**src/core/bfsup_pkg.sv**
```systemverilog
package bfsup_pkg;

  // ------------------------------------------------------------
  // Clock and timing
  // ------------------------------------------------------------
  localparam int unsigned CLK_MHZ        = 250;
  localparam int unsigned BLANK_NS       = 1000;   // Blanking interval, ns
  localparam int unsigned SLP_CLR_MIN_US = 20;     // Reset pulse, lower bound, us
  localparam int unsigned SLP_CLR_MAX_US = 40;     // Reset pulse, upper bound, us
  // Least times round up to whole cycles
  localparam int unsigned BLANK_CYC      = (BLANK_NS * CLK_MHZ + 999) / 1000;
  localparam int unsigned SLP_CLR_MIN_CYC = SLP_CLR_MIN_US * CLK_MHZ;
  localparam int unsigned SLP_CLR_MAX_CYC = SLP_CLR_MAX_US * CLK_MHZ;
  // Filter and retry waits have no fixed figure; plain defaults
  localparam int unsigned OCP_FILT_CYC_DEF = 1000;
  localparam int unsigned RETRY_CYC_DEF    = 4000;

  // ------------------------------------------------------------
  // Register map (byte addresses)
  // ------------------------------------------------------------
  localparam logic [3:0] CTRL_OFS   = 4'h0;
  localparam logic [3:0] STATUS_OFS = 4'h4;

  // Control register fields
  localparam int unsigned CTRL_BRIDGE_OFF_BIT = 0;
  localparam int unsigned CTRL_CLEAR_BIT      = 1;
  localparam logic        CTRL_BRIDGE_OFF_RST = 1'b0;

  // Status register fields
  localparam int unsigned ST_SUPPLY_UV_BIT = 0;
  localparam int unsigned ST_PUMP_UV_BIT   = 1;
  localparam int unsigned ST_OCP_BIT       = 2;
  localparam int unsigned ST_THERMAL_BIT   = 3;
  localparam int unsigned ST_SLEEP_BIT     = 4;
  localparam int unsigned ST_LATCHED_BIT   = 5;
  localparam int unsigned ST_FAULT_BIT     = 6;
  localparam int unsigned ST_BRIDGE_OFF_BIT = 7;

  // Overcurrent supervisor states
  typedef enum logic [0:0] {
    BFSUP_OC_RUN,
    BFSUP_OC_TRIP
  } bfsup_oc_state_e;

endpackage

```
**src/core/bfsup_blank.sv**
```systemverilog
`timescale 1ns/1ps
module bfsup_blank
  import bfsup_pkg::*;
#(
  parameter int unsigned BLANK_CYCLES = BLANK_CYC
) (
  input  wire logic mclk,
  input  wire logic rst_n,
  input  wire logic drive_req,
  input  wire logic kill,
  input  wire logic trip_raw,
  output logic      drive,
  output logic      trip
);

  initial begin
    if (BLANK_CYCLES < 1 || BLANK_CYCLES > 65535) begin
      $error("BLANK_CYCLES out of range");
    end
  end

  logic [15:0] cnt_reg;
  logic [15:0] cnt_next;
  logic        drive_next;
  wire logic   blanking = (cnt_reg != 16'h0000);
  wire logic   start    = !drive && drive_req;

  // ------------------------------------------------------------
  // Phase sequencing
  // ------------------------------------------------------------
  // A phase start loads the blank count; only kill can end the phase early
  always_comb begin
    cnt_next   = cnt_reg;
    drive_next = drive;
    if (kill) begin
      cnt_next   = 16'h0000;
      drive_next = 1'b0;
    end else if (start) begin
      cnt_next   = BLANK_CYCLES[15:0];                      // [RQ1]
      drive_next = 1'b1;
    end else if (drive && blanking) begin
      cnt_next   = cnt_reg - 16'h0001;                      // [RQ2]
    end else if (drive && !drive_req) begin
      drive_next = 1'b0;                                    // [RQ2]
    end
  end

  // Comparator counts only once blanking has run out
  always_ff @(posedge mclk or negedge rst_n) begin
    if (!rst_n) begin
      cnt_reg <= 16'h0000;
      drive   <= 1'b0;
      trip    <= 1'b0;
    end else begin
      cnt_reg <= cnt_next;
      drive   <= drive_next;
      trip    <= drive && !blanking && !kill && trip_raw;   // [RQ1]
    end
  end

endmodule // bfsup_blank

```
**src/core/bfsup_top.sv**
```systemverilog
// Overview of operation
// [RQ1] Each bridge ignores its current comparator for the blanking interval after a drive start.
// [RQ2] A drive phase never ends before the blanking interval, which is the least PWM on-time; the code ends it early when bridge_off kills it.
// [RQ3] The fault line is pulled low while any fault stands and is released after power-up.
// [RQ4] Supply undervoltage turns off bridges and pump, flags a fault, and recovers by itself.
// [RQ5] Pump undervoltage turns off bridges, keeps the pump, flags a fault, and recovers by itself.
// [RQ6] A FET current limit held past the filter time turns off both bridges, keeping the pump.
// [RQ7] The enable level picks latched (high-impedance) or retry (high) overcurrent recovery.
// [RQ8] Latched overcurrent stays off until a sleep reset pulse or a power cycle; the code also releases it on the control clear bit.
// [RQ9] Retry overcurrent recovers after the retry wait once the overcurrent is gone.
// [RQ10] Overtemperature turns off bridges and pump and flags a fault; indexer and logic run on.
// [RQ11] The enable level picks latched or retry thermal recovery in the same way.
// [RQ12] Latched thermal shutdown stays off after cooling until a sleep reset pulse or power cycle; the code also clears it on the control clear bit.
// [RQ13] Retry thermal shutdown recovers as soon as the die has cooled past the hysteresis.
// [RQ14] A sleep low pulse longer than 20 us clears latched faults; under 40 us it does not sleep.
// [RQ15] With sleep high and enable low the bridge outputs are held in high impedance.
// [RQ16] Detector inputs are synchronised and the fault is the OR of all live or held faults.
//
// The address map and register access over Avalon-MM were decided locally.
`timescale 1ns/1ps
module bfsup_top
  import bfsup_pkg::*;
#(
  parameter int unsigned N_BRIDGE       = 2,
  parameter int unsigned N_FET          = 8,
  parameter int unsigned OCP_FILT_CYCLES = OCP_FILT_CYC_DEF,
  parameter int unsigned RETRY_CYCLES   = RETRY_CYC_DEF,
  parameter int unsigned SLP_MIN_CYCLES = SLP_CLR_MIN_CYC,
  parameter int unsigned SLP_MAX_CYCLES = SLP_CLR_MAX_CYC
) (
  input  wire logic                mclk,
  input  wire logic                rst_n,
  // Controller pins
  input  wire logic                sleep_request_n,
  input  wire logic                enable_high,
  input  wire logic                enable_hiz,
  output logic                     fault_flag_n_o,
  output logic                     fault_flag_n_oe,
  // Detectors
  input  wire logic                supply_undervoltage,
  input  wire logic                pump_undervoltage,
  input  wire logic [N_FET-1:0]    fet_current_limit,
  input  wire logic                thermal_shutdown,
  // Chopper side
  input  wire logic [N_BRIDGE-1:0] phase_drive_req,
  input  wire logic [N_BRIDGE-1:0] trip_comp_raw,
  output logic [N_BRIDGE-1:0]      bridge_drive,
  output logic [N_BRIDGE-1:0]      trip_comp,
  output logic                     bridge_hiz,
  output logic                     pump_en,
  output logic                     indexer_en,
  output logic                     logic_en,
  // Avalon-MM slave
  input  wire logic [3:0]          avs_address,
  input  wire logic                avs_read,
  input  wire logic                avs_write,
  input  wire logic [31:0]         avs_writedata,
  output logic [31:0]              avs_readdata,
  output logic                     avs_waitrequest
);

  // ------------------------------------------------------------
  // Elaboration checks
  // ------------------------------------------------------------
  initial begin
    if (N_BRIDGE < 1 || N_FET < 1) begin
      $error("N_BRIDGE and N_FET must be at least 1");
    end
    if (OCP_FILT_CYCLES < 1 || OCP_FILT_CYCLES > 65535) begin
      $error("OCP_FILT_CYCLES out of range");
    end
    if (RETRY_CYCLES < 1 || RETRY_CYCLES > 65535) begin
      $error("RETRY_CYCLES out of range");
    end
    if (SLP_MIN_CYCLES < 1 || SLP_MAX_CYCLES <= SLP_MIN_CYCLES || SLP_MAX_CYCLES > 65534) begin
      $error("Sleep pulse bounds out of range");
    end
  end

  // ------------------------------------------------------------
  // Detector synchronisers
  // ------------------------------------------------------------
  localparam int unsigned NDET = N_FET + 3;

  logic [NDET-1:0] det_meta_reg;
  logic [NDET-1:0] det_reg;

  // Two stages; only the second stage is looked at
  always_ff @(posedge mclk or negedge rst_n) begin
    if (!rst_n) begin
      det_meta_reg <= '0;
      det_reg      <= '0;
    end else begin
      det_meta_reg <= {fet_current_limit, thermal_shutdown, pump_undervoltage,
                       supply_undervoltage};                 // [RQ16]
      det_reg      <= det_meta_reg;
    end
  end

  wire logic uv_live    = det_reg[0];
  wire logic puv_live   = det_reg[1];
  wire logic ot_live    = det_reg[2];
  wire logic ilim_any   = |det_reg[NDET-1:3];
  // Latched when enable floats, retry when it is driven high
  wire logic mode_latch = enable_hiz;                       // [RQ7] [RQ11]

  // ------------------------------------------------------------
  // Sleep pulse measurement
  // ------------------------------------------------------------
  logic [15:0] slp_cnt_reg;
  logic        slp_prev_reg;
  logic        clr_req;

  wire logic slp_rise  = sleep_request_n && !slp_prev_reg;
  // Strictly longer than the lower bound clears held faults
  wire logic slp_clear = slp_rise && (slp_cnt_reg > SLP_MIN_CYCLES[15:0]);   // [RQ14]
  // Only a low lasting the upper bound puts the block to sleep
  wire logic sleeping  = !sleep_request_n && (slp_cnt_reg >= SLP_MAX_CYCLES[15:0]); // [RQ14]
  wire logic fault_clr = slp_clear || clr_req;              // [RQ8] [RQ12]

  // Saturating low-time counter; cleared once the line has been high for two cycles
  always_ff @(posedge mclk or negedge rst_n) begin
    if (!rst_n) begin
      slp_cnt_reg  <= 16'h0000;
      slp_prev_reg <= 1'b1;
    end else begin
      slp_prev_reg <= sleep_request_n;
      if (sleep_request_n && slp_prev_reg) begin
        slp_cnt_reg <= 16'h0000;
      end else if (!sleep_request_n && slp_cnt_reg < SLP_MAX_CYCLES[15:0]) begin
        slp_cnt_reg <= slp_cnt_reg + 16'h0001;
      end
    end
  end

  // ------------------------------------------------------------
  // Overcurrent supervisor
  // ------------------------------------------------------------
  bfsup_oc_state_e oc_state_reg;
  bfsup_oc_state_e oc_state_next;
  logic [15:0]     ocp_cnt_reg;
  logic [15:0]     retry_cnt_reg;

  wire logic ocp_fire   = ilim_any && (ocp_cnt_reg >= OCP_FILT_CYCLES[15:0] - 16'h0001); // [RQ6]
  wire logic retry_done = (retry_cnt_reg >= RETRY_CYCLES[15:0]);
  // Limit must be gone; retry releases after the wait, either mode on a clear
  wire logic oc_release = !ilim_any &&
                          ((!mode_latch && retry_done) || fault_clr); // [RQ8] [RQ9]
  wire logic ocp_fault  = (oc_state_reg == BFSUP_OC_TRIP);

  always_comb begin
    oc_state_next = oc_state_reg;
    case (oc_state_reg)
      BFSUP_OC_RUN: begin
        if (ocp_fire) begin
          oc_state_next = BFSUP_OC_TRIP;                    // [RQ6]
        end
      end
      BFSUP_OC_TRIP: begin
        if (oc_release) begin
          oc_state_next = BFSUP_OC_RUN;
        end
      end
      default: begin
        oc_state_next = BFSUP_OC_TRIP;
      end
    endcase
  end

  // Filter counts a held limit; retry wait counts from the trip
  always_ff @(posedge mclk or negedge rst_n) begin
    if (!rst_n) begin
      oc_state_reg  <= BFSUP_OC_RUN;
      ocp_cnt_reg   <= 16'h0000;
      retry_cnt_reg <= 16'h0000;
    end else begin
      oc_state_reg <= oc_state_next;
      if (!ilim_any || ocp_fault) begin
        ocp_cnt_reg <= 16'h0000;
      end else if (!ocp_fire) begin
        ocp_cnt_reg <= ocp_cnt_reg + 16'h0001;
      end
      if (!ocp_fault) begin
        retry_cnt_reg <= 16'h0000;
      end else if (!retry_done) begin
        retry_cnt_reg <= retry_cnt_reg + 16'h0001;          // [RQ9]
      end
    end
  end

  // ------------------------------------------------------------
  // Thermal supervisor
  // ------------------------------------------------------------
  logic ot_hold_reg;

  // Detector drops only below threshold minus hysteresis;
  // a live detector wins over any clear
  always_ff @(posedge mclk or negedge rst_n) begin
    if (!rst_n) begin
      ot_hold_reg <= 1'b0;
    end else if (ot_live) begin
      ot_hold_reg <= 1'b1;                                  // [RQ10]
    end else if (!mode_latch || fault_clr) begin
      ot_hold_reg <= 1'b0;                                  // [RQ12] [RQ13]
    end
  end

  wire logic ot_fault = ot_live || ot_hold_reg;

  // ------------------------------------------------------------
  // Gating and fault line
  // ------------------------------------------------------------
  logic ctrl_off_reg;

  wire logic any_fault  = uv_live || puv_live || ocp_fault || ot_fault;  // [RQ16]
  wire logic en_low     = !enable_high && !enable_hiz;
  wire logic bridge_off = uv_live || puv_live || ocp_fault || ot_fault ||
                          sleeping || en_low || ctrl_off_reg;  // [RQ4] [RQ5] [RQ6] [RQ15]
  // Pump survives pump undervoltage, overcurrent, enable low and the control off bit
  wire logic pump_off   = uv_live || ot_fault || sleeping;   // [RQ4] [RQ10]
  wire logic core_off   = uv_live || sleeping;              // [RQ10]

  // Registered so no output glitches from the decode
  always_ff @(posedge mclk or negedge rst_n) begin
    if (!rst_n) begin
      bridge_hiz      <= 1'b1;
      pump_en         <= 1'b0;
      indexer_en      <= 1'b0;
      logic_en        <= 1'b0;
      fault_flag_n_o  <= 1'b0;
      fault_flag_n_oe <= 1'b0;
    end else begin
      bridge_hiz      <= bridge_off;                        // [RQ15]
      pump_en         <= !pump_off;                         // [RQ5] [RQ6]
      indexer_en      <= !core_off;
      logic_en        <= !core_off;
      fault_flag_n_o  <= 1'b0;                              // Open drain only pulls low
      fault_flag_n_oe <= any_fault;                         // [RQ3]
    end
  end

  // ------------------------------------------------------------
  // Per-bridge blanking
  // ------------------------------------------------------------
  genvar gi;
  generate
    for (gi = 0; gi < N_BRIDGE; gi++) begin : g_bridge
      bfsup_blank #(
        .BLANK_CYCLES (BLANK_CYC)
      ) u_blank (
        .mclk      (mclk),
        .rst_n     (rst_n),
        .drive_req (phase_drive_req[gi]),
        .kill      (bridge_off),
        .trip_raw  (trip_comp_raw[gi]),
        .drive     (bridge_drive[gi]),
        .trip      (trip_comp[gi])
      );
    end
  endgenerate

  // ------------------------------------------------------------
  // Avalon-MM slave
  // ------------------------------------------------------------
  // One wait cycle: first edge registers the answer, second completes
  wire logic        bus_req   = avs_read || avs_write;
  wire logic        bus_done  = bus_req && !avs_waitrequest;
  wire logic        hit_ctrl  = (avs_address == CTRL_OFS);
  wire logic        hit_stat  = (avs_address == STATUS_OFS);
  wire logic        wr_ctrl   = bus_done && avs_write && hit_ctrl;
  wire logic [31:0] ctrl_word = {30'h0, 1'b0, ctrl_off_reg};
  wire logic [31:0] stat_word = {24'h0, bridge_off, any_fault, mode_latch,
                                 sleeping, ot_fault, ocp_fault, puv_live, uv_live};
  wire logic [31:0] rd_mux    = hit_ctrl ? ctrl_word :
                                hit_stat ? stat_word : 32'h0;

  always_ff @(posedge mclk or negedge rst_n) begin
    if (!rst_n) begin
      avs_waitrequest <= 1'b1;
      avs_readdata    <= 32'h0;
    end else begin
      avs_waitrequest <= !(bus_req && avs_waitrequest);
      if (bus_req && avs_waitrequest) begin
        avs_readdata <= avs_read ? rd_mux : 32'h0;
      end
    end
  end

  // Control writes; the clear bit is a one-cycle strobe
  always_ff @(posedge mclk or negedge rst_n) begin
    if (!rst_n) begin
      ctrl_off_reg <= CTRL_BRIDGE_OFF_RST;
      clr_req      <= 1'b0;
    end else begin
      clr_req <= wr_ctrl && avs_writedata[CTRL_CLEAR_BIT];
      if (wr_ctrl) begin
        ctrl_off_reg <= avs_writedata[CTRL_BRIDGE_OFF_BIT];
      end
    end
  end

endmodule // bfsup_top

```
**config.mk**
```make
export PLATFORM = sky130hd
export DESIGN_NAME = bfsup_top
export DESIGN_NICKNAME = d
export VERILOG_FILES = /design/src/core/bfsup_pkg.sv /design/src/core/bfsup_blank.sv /design/src/core/bfsup_top.sv
export SDC_FILE = /design/constraint.sdc
export NUM_CORES = 1
export LEC_CHECK = 0
export ABC_AREA = 0
export BUFFER_PORTS_ARGS = -buffer_cell sky130_fd_sc_hd__buf_4
export CAP_MARGIN = 30
export CORE_ASPECT_RATIO = 0.75
export CORE_MARGIN = 1
export CORE_UTILIZATION = 61
export DETAILED_ROUTE_END_ITERATION = 12
export GPL_TIMING_DRIVEN = 0
export MAX_ROUTING_LAYER = met4
export PLACE_DENSITY_LB_ADDON = 0.05
export REMOVE_ABC_BUFFERS = 1
export SLEW_MARGIN = 40
export SYNTH_ARGS = -nofsm -noshare
export SYNTH_HDL_FRONTEND = slang
export SYNTH_SLANG_ARGS = --single-unit
```
**constraint.sdc**
```tcl
create_clock -name mclk -period 4.9 [get_ports mclk]
set_clock_uncertainty 0.15 [all_clocks]
set_input_delay 0.98 -clock mclk [delete_from_list [all_inputs] [get_ports mclk]]
set_output_delay 0.98 -clock mclk [all_outputs]
set_load 0.05 [all_outputs]
```
## After elaboration in Yosys (flattened, before gate mapping)

Index checks and enable logic that the tools add are counted.

- Bits in registers: 148
- Input port bits: 58
- Output and inout port bits: 43
- Word-level logic and storage cells: 135

- Add/sub/neg operators: 5
- $lt $le $gt $ge: 5
- Eq/ne operators: 5
- Muxes and demuxes: 28
- Bitwise logic cells: 1
- Reductions and logical operators: 69

Operators by type and width:

| operator | count |
|---|---|
| $mux 16 | 12 |
| $add 16x1->16 const B | 3 |
| $reduce_bool 16->1 | 2 |
| $sub 16x1->16 const B | 2 |
| $logic_and 1x1->1 | 26 |
| $mux 8 | 3 |
| $ge 16x10->1 const B | 1 |
| $ge 16x12->1 const B | 1 |
| $ge 16x14->1 const B | 1 |
| $gt 16x13->1 const B | 1 |
| $logic_not 1->1 | 16 |
| $lt 16x14->1 const B | 1 |
| $logic_or 1x1->1 | 15 |
| $mux 1 | 12 |
| $reduce_bool 3->1 | 4 |
| $reduce_or 8->1 | 1 |
| $ne 3x2->1 const B | 2 |
| $eq 4x3->1 const B | 1 |
| $logic_not 4->1 | 1 |
| $reduce_and 2->1 | 2 |
| $reduce_bool 2->1 | 2 |
| $ne 2x1->1 const B | 1 |
| $ne 2x2->1 const B | 1 |
| $pmux 1 s2 | 1 |
| $not 1->1 | 1 |

## Longest topological paths before layout

Gate-level depths: netlist of the first run.

- Depth in word-level cells: 9
- Gate-level depth with buffers: 8
- Depth with buffers taken out: 7

## Modules after synthesis

Synthesis of the first run repeated with hierarchy kept, for this count alone.

- Cell total of the unflattened synthesis: 618
- Area total of the unflattened synthesis: 6,237.2 µm²

Modules (own cells, without submodules):

| module | instances | cells an instance | area each (µm²) | sequential area each (µm²) |
|---|---|---|---|---|
| bfsup_top | 1 | 362 | 3,917.5 | 2,205.9 |
| bfsup_blank | 2 | 128 | 1,159.9 | 450.4 |

## Worst setup path after synthesis of the first run

No wires, ideal clock.

- Path kind: register to register
- Start: register g_bridge[1].u_blank.cnt_reg[5]
- End: register g_bridge[1].u_blank.cnt_reg[10]
- Library setup time: 71 ps
- Arrival time: 2,077 ps
- Required time: 4,679 ps
- Setup slack: 2,602 ps
- Stages on the path, launching flop included: 6
- Path buffers: 0
- Clock period less this slack: 2,298 ps
- Cells stage by stage: dfrtp_1 > or4_4 > or4_1 > nor4_1 > mux2_2 > nor2_1

- Cells in the longest elaborated chain, start to end: 4
- Elaborated cells on any way between the ends: 7
- Classes of those cells: add/sub: 1; mux: 3; reduce/logical: 3

RTL lines:

| element | line | text |
|---|---|---|
| start, declared | bfsup_blank.sv:22 | `logic [15:0] cnt_reg;` |
| start signal, assigned | bfsup_blank.sv:55 | `cnt_reg <= cnt_next;` |
| $sub 16x1->16 | bfsup_blank.sv:42 | `cnt_next = cnt_reg - 16'h0001;` |
| $mux 16 | bfsup_blank.sv:41 | `end else if (drive && blanking) begin` |
| $mux 16 | bfsup_blank.sv:38 | `end else if (start) begin` |
| $mux 16 | bfsup_blank.sv:35 | `if (kill) begin` |

Several ways; a longest one is shown, not always the timed one. The select of a mux whose other input is x is not followed.
A chain may end at the register's enable or synchronous reset.

## Worst setup path in the final report of the first run

- Start: register g_bridge[0].u_blank.cnt_reg[1]
- End: register g_bridge[0].u_blank.cnt_reg[1]

- Cells in the longest elaborated chain, start to end: 4
- Elaborated cells on any way between the ends: 7
- Classes of those cells: add/sub: 1; mux: 3; reduce/logical: 3

RTL lines:

| element | line |
|---|---|
| start, declared | bfsup_blank.sv:22 |
| start signal, assigned | bfsup_blank.sv:55 |
| $sub 16x1->16 | bfsup_blank.sv:42 |
| $mux 16 | bfsup_blank.sv:41 |
| $mux 16 | bfsup_blank.sv:38 |
| $mux 16 | bfsup_blank.sv:35 |

Several ways; a longest one is shown, not always the timed one. The select of a mux whose other input is x is not followed.

==> results.py, run 1 <==
metrics = {
    "pwr": {
        "p_per_area_nw_per_um2": 373,
        "combPwrFrac_pct": 7.9,
        "pwr-share-seq_pct": 44.3,
        "intPower_w": 0.00192,
        "switching_share_pct": 24.4,
        "p_leak_nw": 2.96,
        "power_frac_clock_pct": 47.8,
        "peakVddDrop_mv": 0.202,
        "switchingPower_w": 0.000620,
    },
    "timing": {
        "tightest_slew_ns": 0.692,
        "hold_viol_final": 0,
        "slew_headroom_pct": 53.5,
        "drv_slew": 0,
        "fmax_ghz": 0.397,
        "rsz0062_at_grt": "no",
        "setup_tns_ns": 0,
        "finalCriticalPeriod_ns": 2.52,
        "setup_violations": 0,
        "post-route-period-util_pct": 51.4,
    },
    "detailed_routing": {
        "wl_per_cell_um": 15.2,
        "drt_first_iter_violations": 320,
        "num_vias": 4199,
        "post-route-drc-count": 0,
        "postRouteAntennaNets": 0,
        "wl_met3_um": 531,
        "wl_um": 11300,
        "highest_layer": "met4",
        "drt-pass1-iter-count": 5,
        "drt-met1-wl_um": 5410,
        "via_per_inst": 5.63,
        "route.met2.wl_um": 5320,
    },
    "synthesis": {
        "yosysTopAreaCellShare_pct": 51.4,
        "synthXorXnorAreaFrac_pct": 5.79,
        "synth-edff-count": 0,
        "synth_mux_area_share_pct": 1.29,
        "synth_seq_area_share_pct": 52.7,
        "synth_seq_cells": 124,
        "synth.largest_area_cell": "dfrtp_1",
        "yosys.area_share.simple_pct": 22.1,
        "postSynthCellCount": 564,
        "synthTopCellsByArea": "dfrtp_1, xnor2_1, buf_4",
        "synthArstFlopShare_pct": 100,
        "ys.warnings.count": 0,
        "synth_area_um2": 5900,
        "synthAdderAreaFrac_pct": 1.91,
        "synth_cell_type_count": 60,
        "synth-compound-area-share_pct": 9.83,
        "synth_flop_cell": "dfrtp_1",
        "synth_top_family_by_area": "simple AND/OR/NAND/NOR gates",
        "avgSynthCellArea_um2": 10.5,
    },
    "global_routing": {
        "track_usage_pct": 25.5,
        "grt_pass1_wl_um": 18900,
        "antenna_found_initial": 0,
        "grt_pass1_vias": 3887,
        "grt-ovfl-total": 0,
        "grt_max_degree": 80,
    },
    "worst_setup_path": {
        "critPathTopFamily": "simple AND/OR/NAND/NOR gates",
        "crit_type": "flip-flop to flip-flop",
        "timing.rr.start": "g_bridge[0].u_blank.cnt_reg[1]",
        "rr_endpoint": "g_bridge[0].u_blank.cnt_reg[1]",
        "crit_path_end_kind": "flip-flop",
        "ff2ff_path_depth": 7,
        "rrSetupSlack_ns": 2.38,
        "required_ns": 5.02,
        "slowest_stage": "nor3b_1",
        "cp_max_fo": 6,
        "cpPeakStageDelay_ns": 0.50,
        "crit_path_start_kind": "flip-flop",
        "path_cells": "inv_1 -> ha_1 -> nor3b_1 -> and2_0 -> nand2_1 -> o21ai_0 -> a221oi_2",
        "cp.arrival_ns": 2.64,
        "crit_buf_inv": 1,
    },
    "run_status": {
        "status": "finished clean",
    },
    "cells_and_area": {
        "largest_reg_flops": 32,
        "drive_gt1_share_pct": 16.7,
        "final_area_um2": 6800,
        "mostFrequentLayoutCells": "dfrtp_1, nor2_1, buf_4",
        "area_growth_pct": 15.4,
        "antennaDiodeCount": 0,
        "mostFrequentLayoutCell": "dfrtp_1",
        "layout.nets": 672,
    },
    "clocking": {
        "htree_levels": 4,
        "cts_root_buf": "clkbuf_16",
        "postCtsSetupRepairBufs": 0,
        "cts_buffer_depth": 2,
        "cts_resized": 0,
        "clkTransAtPathRegs_ns": 0.06,
        "clk_latency_ns": 0.41,
        "numCtsBuffers": 17,
        "cts_sinks": 124,
        "cts_tree": "yes",
        "cts_hold_buffers": 0,
    },
    "floorplanning": {
        "coreArea_um2": 9200,
        "io_pins": 101,
        "fp.dieArea_um2": 10100,
        "dieWidth_um": 116,
        "initial_utilization_pct": 64.1,
        "rows": 30,
        "die_h_um": 87.1,
    },
    "job": {
        "cap_violations": 0,
    },
    "placed_design": {
        "dp_hpwl_um": 7450,
        "gp_congestion": 0.860,
        "placed_area_um2": 6210,
        "port_buffers": 45,
    },
    "min_path": {
        "hp-class": "flip-flop to flip-flop",
        "whs_path_depth": 0,
        "min_to": "det_reg[3]",
        "hold_start": "det_meta_reg[3]",
    },
}
[power by group through the flow]
stage | clock [W] | sequential (W) | combinational [W]
after detailed placement | 0 | 0.00114 | 0.000202
after floorplan | 0 | 0.00114 | 0.000123
after global routing | 0.00128 | 0.00113 | 0.000223
after CTS | 0.00123 | 0.00112 | 0.000202
final | 0.00121 | 0.00113 | 0.000200
after global placement | 0 | 0.00114 | 0.000192
[per-stage QoR]
stage          instances  power, W  worst slack [ns]  hold slack, ns  util [%]
6_report             746   0.00254              2.38           0.199      74.0
5_1_grt              746   0.00263              2.17           0.204      74.0
4_1_cts              746   0.00256              2.39           0.200      73.9
3_5_place_dp         714   0.00134              2.25           0.188      67.6
3_3_place_gp         713   0.00133              2.12           0.182      67.0
2_1_floorplan        540   0.00127              2.55           0.181         -
[logic make-up after synthesis]
family                     count (synthesis)
and+or+nand+nor                          237
DFF                                      124
AOI/OAI and AO/OA                         84
buffers and inverters                     63
xor gates and xnor gates                  39
adders and majority gates                  9
muxes                                      7
other                                      1
[per-layer routing]
metal,GRT usage (%),up-vias
met5,-,-
met4,8.97,0
met1,36.2,2034
met3,5.22,10
li1,-,2034
met2,36.4,121
[cell type report]
class / count / area, um^2
Fill cell: 637 / 2390
Inverter: 15 / 56.3
Clock inverter: 11 / 121
Tap cell: 128 / 160
Timing Repair Buffer: 46 / 373
Multi-Input combinational cell: 401 / 2520
Sequential cell: 124 / 3110
Clock buffer: 21 / 460
[worst reg2reg max path: stages, from the launching register on]
cell and delay (ns):
dfrtp_1 0.37, inv_1 0.17, ha_1 0.22, nor3b_1 0.50, and2_0 0.39, nand2_1 0.19, o21ai_0 0.28, a221oi_2 0.11
[synth_stat cells, drive strengths merged (9+ instances only)]
cell type	count
a21oi	30
and2	25
buf	35
clkbuf	13
dfrtp	121
ha	9
inv	15
nand2	35
nand3	29
nand4	15
nor2	51
nor3	18
nor4	24
o21ai	12
xnor2	27
xor2	12
[how the worst max path moves through the flow]
stage,startpoint,endpoint,slack [ns],cells after the start
6_report,g_bridge[0].u_blank.cnt_reg[1],g_bridge[0].u_blank.cnt_reg[1],2.38,7
5_1_grt,g_bridge[0].u_blank.cnt_reg[1],g_bridge[0].u_blank.cnt_reg[1],2.17,7
4_1_cts,slp_cnt_reg[6],avs_readdata[7],2.39,5
3_5_place_dp,sleep_request_n,g_bridge[1].u_blank.cnt_reg[0],2.25,5
3_3_place_gp,avs_address[1],avs_readdata[3],2.12,4
2_1_floorplan,sleep_request_n,avs_readdata[7],2.55,4
(Power assumes the default switching activity.)
==> run 2: changes to the inputs <==
Settings changed: CORE_UTILIZATION 61 to 51.
Clock period 4.9 ns to 2.1 ns, I/O delays scaled along.
==> run 2 against run 1 <==
Critical endpoint is now g_bridge[0].u_blank.cnt_reg[13]. The flow now finishes with violations (setup timing). Final area increased by 11%. Maximum frequency increased by 11%. Flip-flop and latch count unchanged. Clock-buffer cell count decreased by 1. Die area increased by 19%. Global-route usage decreased by 1.4 points. Worst hold slack got worse by 0.11 ns. Largest power group unchanged. Worst setup slack got worse by 2.6 ns. Clock power increased to 2.6 times the previous value.
==> results.py, run 2 (synthesized netlist as in run 1, its figures left out) <==
metrics = {
    "worst_setup_path": {
        "cp.arrival_ns": 2.45,
        "path_cells": "nor4_4 -> nor2_1 -> o31a_1 -> buf_4 -> or4_4 -> a21oi_2",
        "worstSetupStartpoint": "slp_cnt_reg[5]",
        "required_ns": 2.28,
        "slowest_stage": "or4_4",
        "timing.rr.start": "slp_cnt_reg[5]",
        "crit_path_end_kind": "flip-flop",
        "cpPeakStageDelay_ns": 0.58,
        "cp_max_fo": 5,
        "crit_path_start_kind": "flip-flop",
        "crit_type": "flip-flop to flip-flop",
        "rrSetupSlack_ns": -0.17,
    },
    "timing": {
        "finalCriticalPeriod_ns": 2.27,
        "hold_viol_final": 0,
        "rsz0062_at_grt": "yes",
        "slew_headroom_pct": 52.9,
        "setup_violations": 35,
        "setup_tns_ns": -3.20,
        "finalWorstSetupSlack_ns": -0.169,
        "post-route-period-util_pct": 108,
        "fmax_ghz": 0.441,
        "whs_ns": 0.0893,
        "tightest_slew_ns": 0.702,
        "drv_slew": 0,
    },
    "global_routing": {
        "grt_pass1_wl_um": 21400,
        "antenna_found_initial": 0,
        "track_usage_pct": 24.0,
        "grt_max_degree": 74,
        "grt-ovfl-total": 0,
        "grt_pass1_vias": 4231,
    },
    "cells_and_area": {
        "layout.nets": 713,
        "area_growth_pct": 27.8,
        "largest_reg_flops": 32,
        "mostFrequentLayoutCells": "dfrtp_1, buf_4, nor2_1",
        "mostFrequentLayoutCell": "dfrtp_1",
        "drive_gt1_share_pct": 27.8,
        "antennaDiodeCount": 0,
    },
    "pwr": {
        "p_per_area_nw_per_um2": 842,
        "peakVddDrop_mv": 0.694,
        "p_leak_nw": 3.22,
    },
    "floorplanning": {
        "fp.dieArea_um2": 12000,
        "io_pins": 101,
        "initial_utilization_pct": 53.1,
        "coreArea_um2": 11100,
        "rows": 33,
        "die_h_um": 95.1,
        "dieWidth_um": 126,
    },
    "clocking": {
        "htree_levels": 4,
        "cts_root_buf": "clkbuf_16",
        "clk_latency_ns": 0.42,
        "cts_buffer_depth": 2,
        "cts_sinks": 124,
        "numCtsBuffers": 17,
        "cts_tree": "yes",
        "clkTransAtPathRegs_ns": 0.06,
    },
    "detailed_routing": {
        "via_per_inst": 5.67,
        "drt_first_iter_violations": 348,
        "post-route-drc-count": 0,
        "drt-pass1-iter-count": 4,
        "wl_um": 13500,
        "wl_per_cell_um": 16.9,
        "num_vias": 4523,
        "postRouteAntennaNets": 0,
    },
    "placed_design": {
        "pre_cts_slack_ns": -0.454,
        "port_buffers": 45,
        "gp_congestion": 0.887,
        "dp_hpwl_um": 7620,
    },
    "run_status": {
        "failed_checks": "setup timing",
        "status": "complete, but fails checks",
    },
    "min_path": {
        "hold_start": "avs_writedata[1]",
        "hp-class": "input pin to flip-flop",
    },
    "job": {
        "cap_violations": 0,
    },
}
run 2: final timing paths:
check                                                        to  cells past startpoint
worst max-delay path            g_bridge[0].u_blank.cnt_reg[13]                      6
worst min-delay path                                    clr_req                      3
worst max register to register  g_bridge[0].u_blank.cnt_reg[13]                      6
worst min register to register                       det_reg[8]                      0
max in group asynchronous                          oc_state_reg                      3
min in group asynchronous                        slp_cnt_reg[3]                      2
run 2: per-stage QoR:
step	total power [W]	util (%)	instance area, um^2	cells
2_1_floorplan	0.00295	-	5670	540
3_3_place_gp	0.00311	55.6	6180	725
3_5_place_dp	0.00314	56.1	6230	726
4_1_cts	0.00638	65.7	7300	786
5_1_grt	0.00660	67.8	7540	798
6_report	0.00635	67.8	7540	798
run 2: final cells by class:
class                           instances  area (um^2)
Clock inverter                         11          191
Clock buffer                           20          457
Fill cell                             844         3570
Multi-Input combinational cell        408         2880
Sequential cell                       124         3110
Inverter                               15         56.3
Tap cell                              140          175
Timing Repair Buffer                   80          668
run 2: where the power goes:
part / internal (W) / switching, W
clock network: 0.00216 / 0.00104
registers: 0.00251 / 0.000130
logic: 0.000188 / 0.000316
run 2: metal layers:
layer  wire length [um]  track usage [%]
met1               6440             33.7
met5                  0                -
met4                154             7.03
met3                658             5.89
met2               6240             34.6
run 2: worst max-delay path: cells and delay by family, from the launching register on:
| family | cells | cell delay (ns) |
|---|---|---|
| compound gates | 2 | 0.47 |
| buf+inv | 1 | 0.18 |
| flops | 1 | 0.47 |
| simple gates | 3 | 0.92 |
run 2: what timing repair did:
item,4_1_cts,5_1_grt
endpoints found under the hold margin,60,0
gates resized for setup,42,37
buffers inserted,10,11
setup endpoints to repair,48,49
cloned,6,1
pin swaps,12,15
hold buffers,13,0
==> run 3: changes to the inputs <==
Settings changed: TNS_END_PERCENT set to 30.
==> run 3 against run 2 <==
Clock-buffer cell count unchanged. Largest cell class unchanged. Sequential share of layout area up 0.35 points. Critical endpoint is now avs_readdata[7]. Worst setup slack worse by 0.036 ns. The flow still finishes with violations (setup timing). First-iteration DRC count decreased by 13%. Cell count down 0.50%. Via count decreased by 1.9%. Die area unchanged. Register-to-register slack worse by 0.04 ns. Clock power barely moved. Combinational power increased by 5.0%. Total power grew 0.21%. Critical path depth unchanged.
==> results.py, run 3 (synthesized netlist as in run 1, its figures left out) <==
metrics = {
    "worst_setup_path": {
        "crit_path_start_kind": "flip-flop",
        "slowest_stage": "or4_4",
        "required_ns": 2.25,
        "crit_path_end_kind": "flip-flop",
        "critPathTopFamily": "simple AND/OR/NAND/NOR gates",
        "cp.arrival_ns": 2.46,
        "cpPeakStageDelay_ns": 0.49,
        "crit_buf_inv": 1,
        "cp_max_fo": 5,
        "crit_type": "flip-flop to flip-flop",
        "rrSetupSlack_ns": -0.20,
        "path_cells": "nor4_4 -> nor2_1 -> o31a_1 -> buf_6 -> or4_4 -> a22o_1",
    },
    "cells_and_area": {
        "mostFrequentLayoutCell": "dfrtp_1",
        "area_growth_pct": 26.8,
        "layout.nets": 709,
        "antennaDiodeCount": 0,
        "final_area_um2": 7480,
        "final_core_util_pct": 67.3,
        "mostFrequentLayoutCells": "dfrtp_1, buf_4, nor2_1",
        "drive_gt1_share_pct": 26.8,
        "largest_reg_flops": 32,
        "fin_cells": 794,
    },
    "detailed_routing": {
        "via_per_inst": 5.59,
        "wl_per_cell_um": 16.4,
        "highest_layer": "met4",
        "wl_um": 13000,
        "drt_first_iter_violations": 304,
        "route.met2.wl_um": 6070,
        "post-route-drc-count": 0,
        "num_vias": 4435,
        "drt-met1-wl_um": 6310,
        "drt-pass1-iter-count": 4,
        "postRouteAntennaNets": 0,
        "wl_met3_um": 548,
    },
    "timing": {
        "hold_viol_final": 0,
        "setup_violations": 38,
        "finalCriticalPeriod_ns": 2.30,
        "finalWorstSetupSlack_ns": -0.205,
        "fmax_ghz": 0.434,
        "rsz0062_at_grt": "yes",
        "tightest_slew_ns": 0.717,
        "drv_slew": 0,
        "post-route-period-util_pct": 110,
        "slew_headroom_pct": 51.9,
    },
    "run_status": {
        "status": "complete, but fails checks",
        "failed_checks": "setup timing",
    },
    "global_routing": {
        "grt_pass1_wl_um": 21000,
        "grt-ovfl-total": 0,
        "grt_pass1_vias": 4124,
        "antenna_found_initial": 0,
        "grt_max_degree": 74,
        "track_usage_pct": 23.5,
    },
    "clocking": {
        "clkTransAtPathRegs_ns": 0.06,
        "cts_sinks": 124,
        "cts_tree": "yes",
        "clk_latency_ns": 0.42,
        "cts_buffer_depth": 2,
        "numCtsBuffers": 17,
        "htree_levels": 4,
        "cts_root_buf": "clkbuf_16",
    },
    "placed_design": {
        "gp_congestion": 0.887,
        "placed_area_um2": 6230,
        "dp_hpwl_um": 7620,
        "dp_cells": 726,
        "port_buffers": 45,
    },
    "floorplanning": {
        "rows": 33,
        "coreArea_um2": 11100,
        "fp.dieArea_um2": 12000,
        "io_pins": 101,
        "dieWidth_um": 126,
        "initial_utilization_pct": 53.1,
        "die_h_um": 95.1,
    },
    "pwr": {
        "p_total_w": 0.00636,
        "peakVddDrop_mv": 0.691,
        "p_leak_nw": 3.19,
        "p_per_area_nw_per_um2": 851,
    },
    "min_path": {
        "hp-class": "input pin to flip-flop",
    },
    "job": {
        "cap_violations": 0,
    },
}
[run 3: metrics by stage]
step	hold slack [ns]	setup TNS, ns	setup WS (ns)
finish	0.0912	-3.65	-0.205
global route	0.0783	-6.21	-0.271
CTS	0.0743	-5.81	-0.227
detailed placement	0.185	-13.35	-0.454
global placement	0.183	-12.95	-0.396
floorplan	-0.0256	-1.83	-0.202
[run 3: power breakdown]
part / switching [W] / internal (W) / total (W) / leakage, nW
combinational: 0.000326 / 0.000202 / 0.000529 / 1.26
clock: 0.00104 / 0.00216 / 0.00320 / 0.308
sequential: 0.000123 / 0.00251 / 0.00264 / 1.63
[run 3: worst paths after layout]
kind / endpoint / cells past startpoint / from
worst min-delay path: ctrl_off_reg / 2 / avs_writedata[0]
max in group asynchronous: g_bridge[1].u_blank.cnt_reg[13] / 3 / rst_n
worst max register to register: avs_readdata[7] / 6 / slp_cnt_reg[6]
min in group asynchronous: slp_cnt_reg[1] / 2 / rst_n
worst max-delay path: avs_readdata[7] / 6 / slp_cnt_reg[6]
worst min register to register: det_reg[5] / 0 / det_meta_reg[5]
[run 3: timing repair]
item | 4_1_cts | 5_1_grt
cloned | 4 | 2
endpoints found under the hold margin | 60 | 0
hold buffers | 13 | 0
resized for setup | 32 | 40
setup endpoints to repair | 48 | 49
pin swaps | 15 | 13
buffers inserted | 10 | 8
[run 3: cell type report]
type / instances / area (um^2)
Inverter: 15 / 56.3
Sequential cell: 124 / 3110
Tap cell: 140 / 175
Clock buffer: 20 / 457
Clock inverter: 11 / 191
Timing Repair Buffer: 77 / 646
Multi-Input combinational cell: 407 / 2840
Fill cell: 851 / 3630
[run 3: routing by layer]
layer,GRT usage [%],vias up
li1,-,2119
met1,33.2,2197
met2,34.2,111
met3,5.67,8
met4,5.92,0
met5,-,-
[run 3: worst reg2reg max path: stages (launching register included)]
cell     delay [ns]
dfrtp_2        0.46
nor4_4         0.30
nor2_1         0.09
o31a_1         0.34
buf_6          0.17
or4_4          0.49
a22o_1         0.22
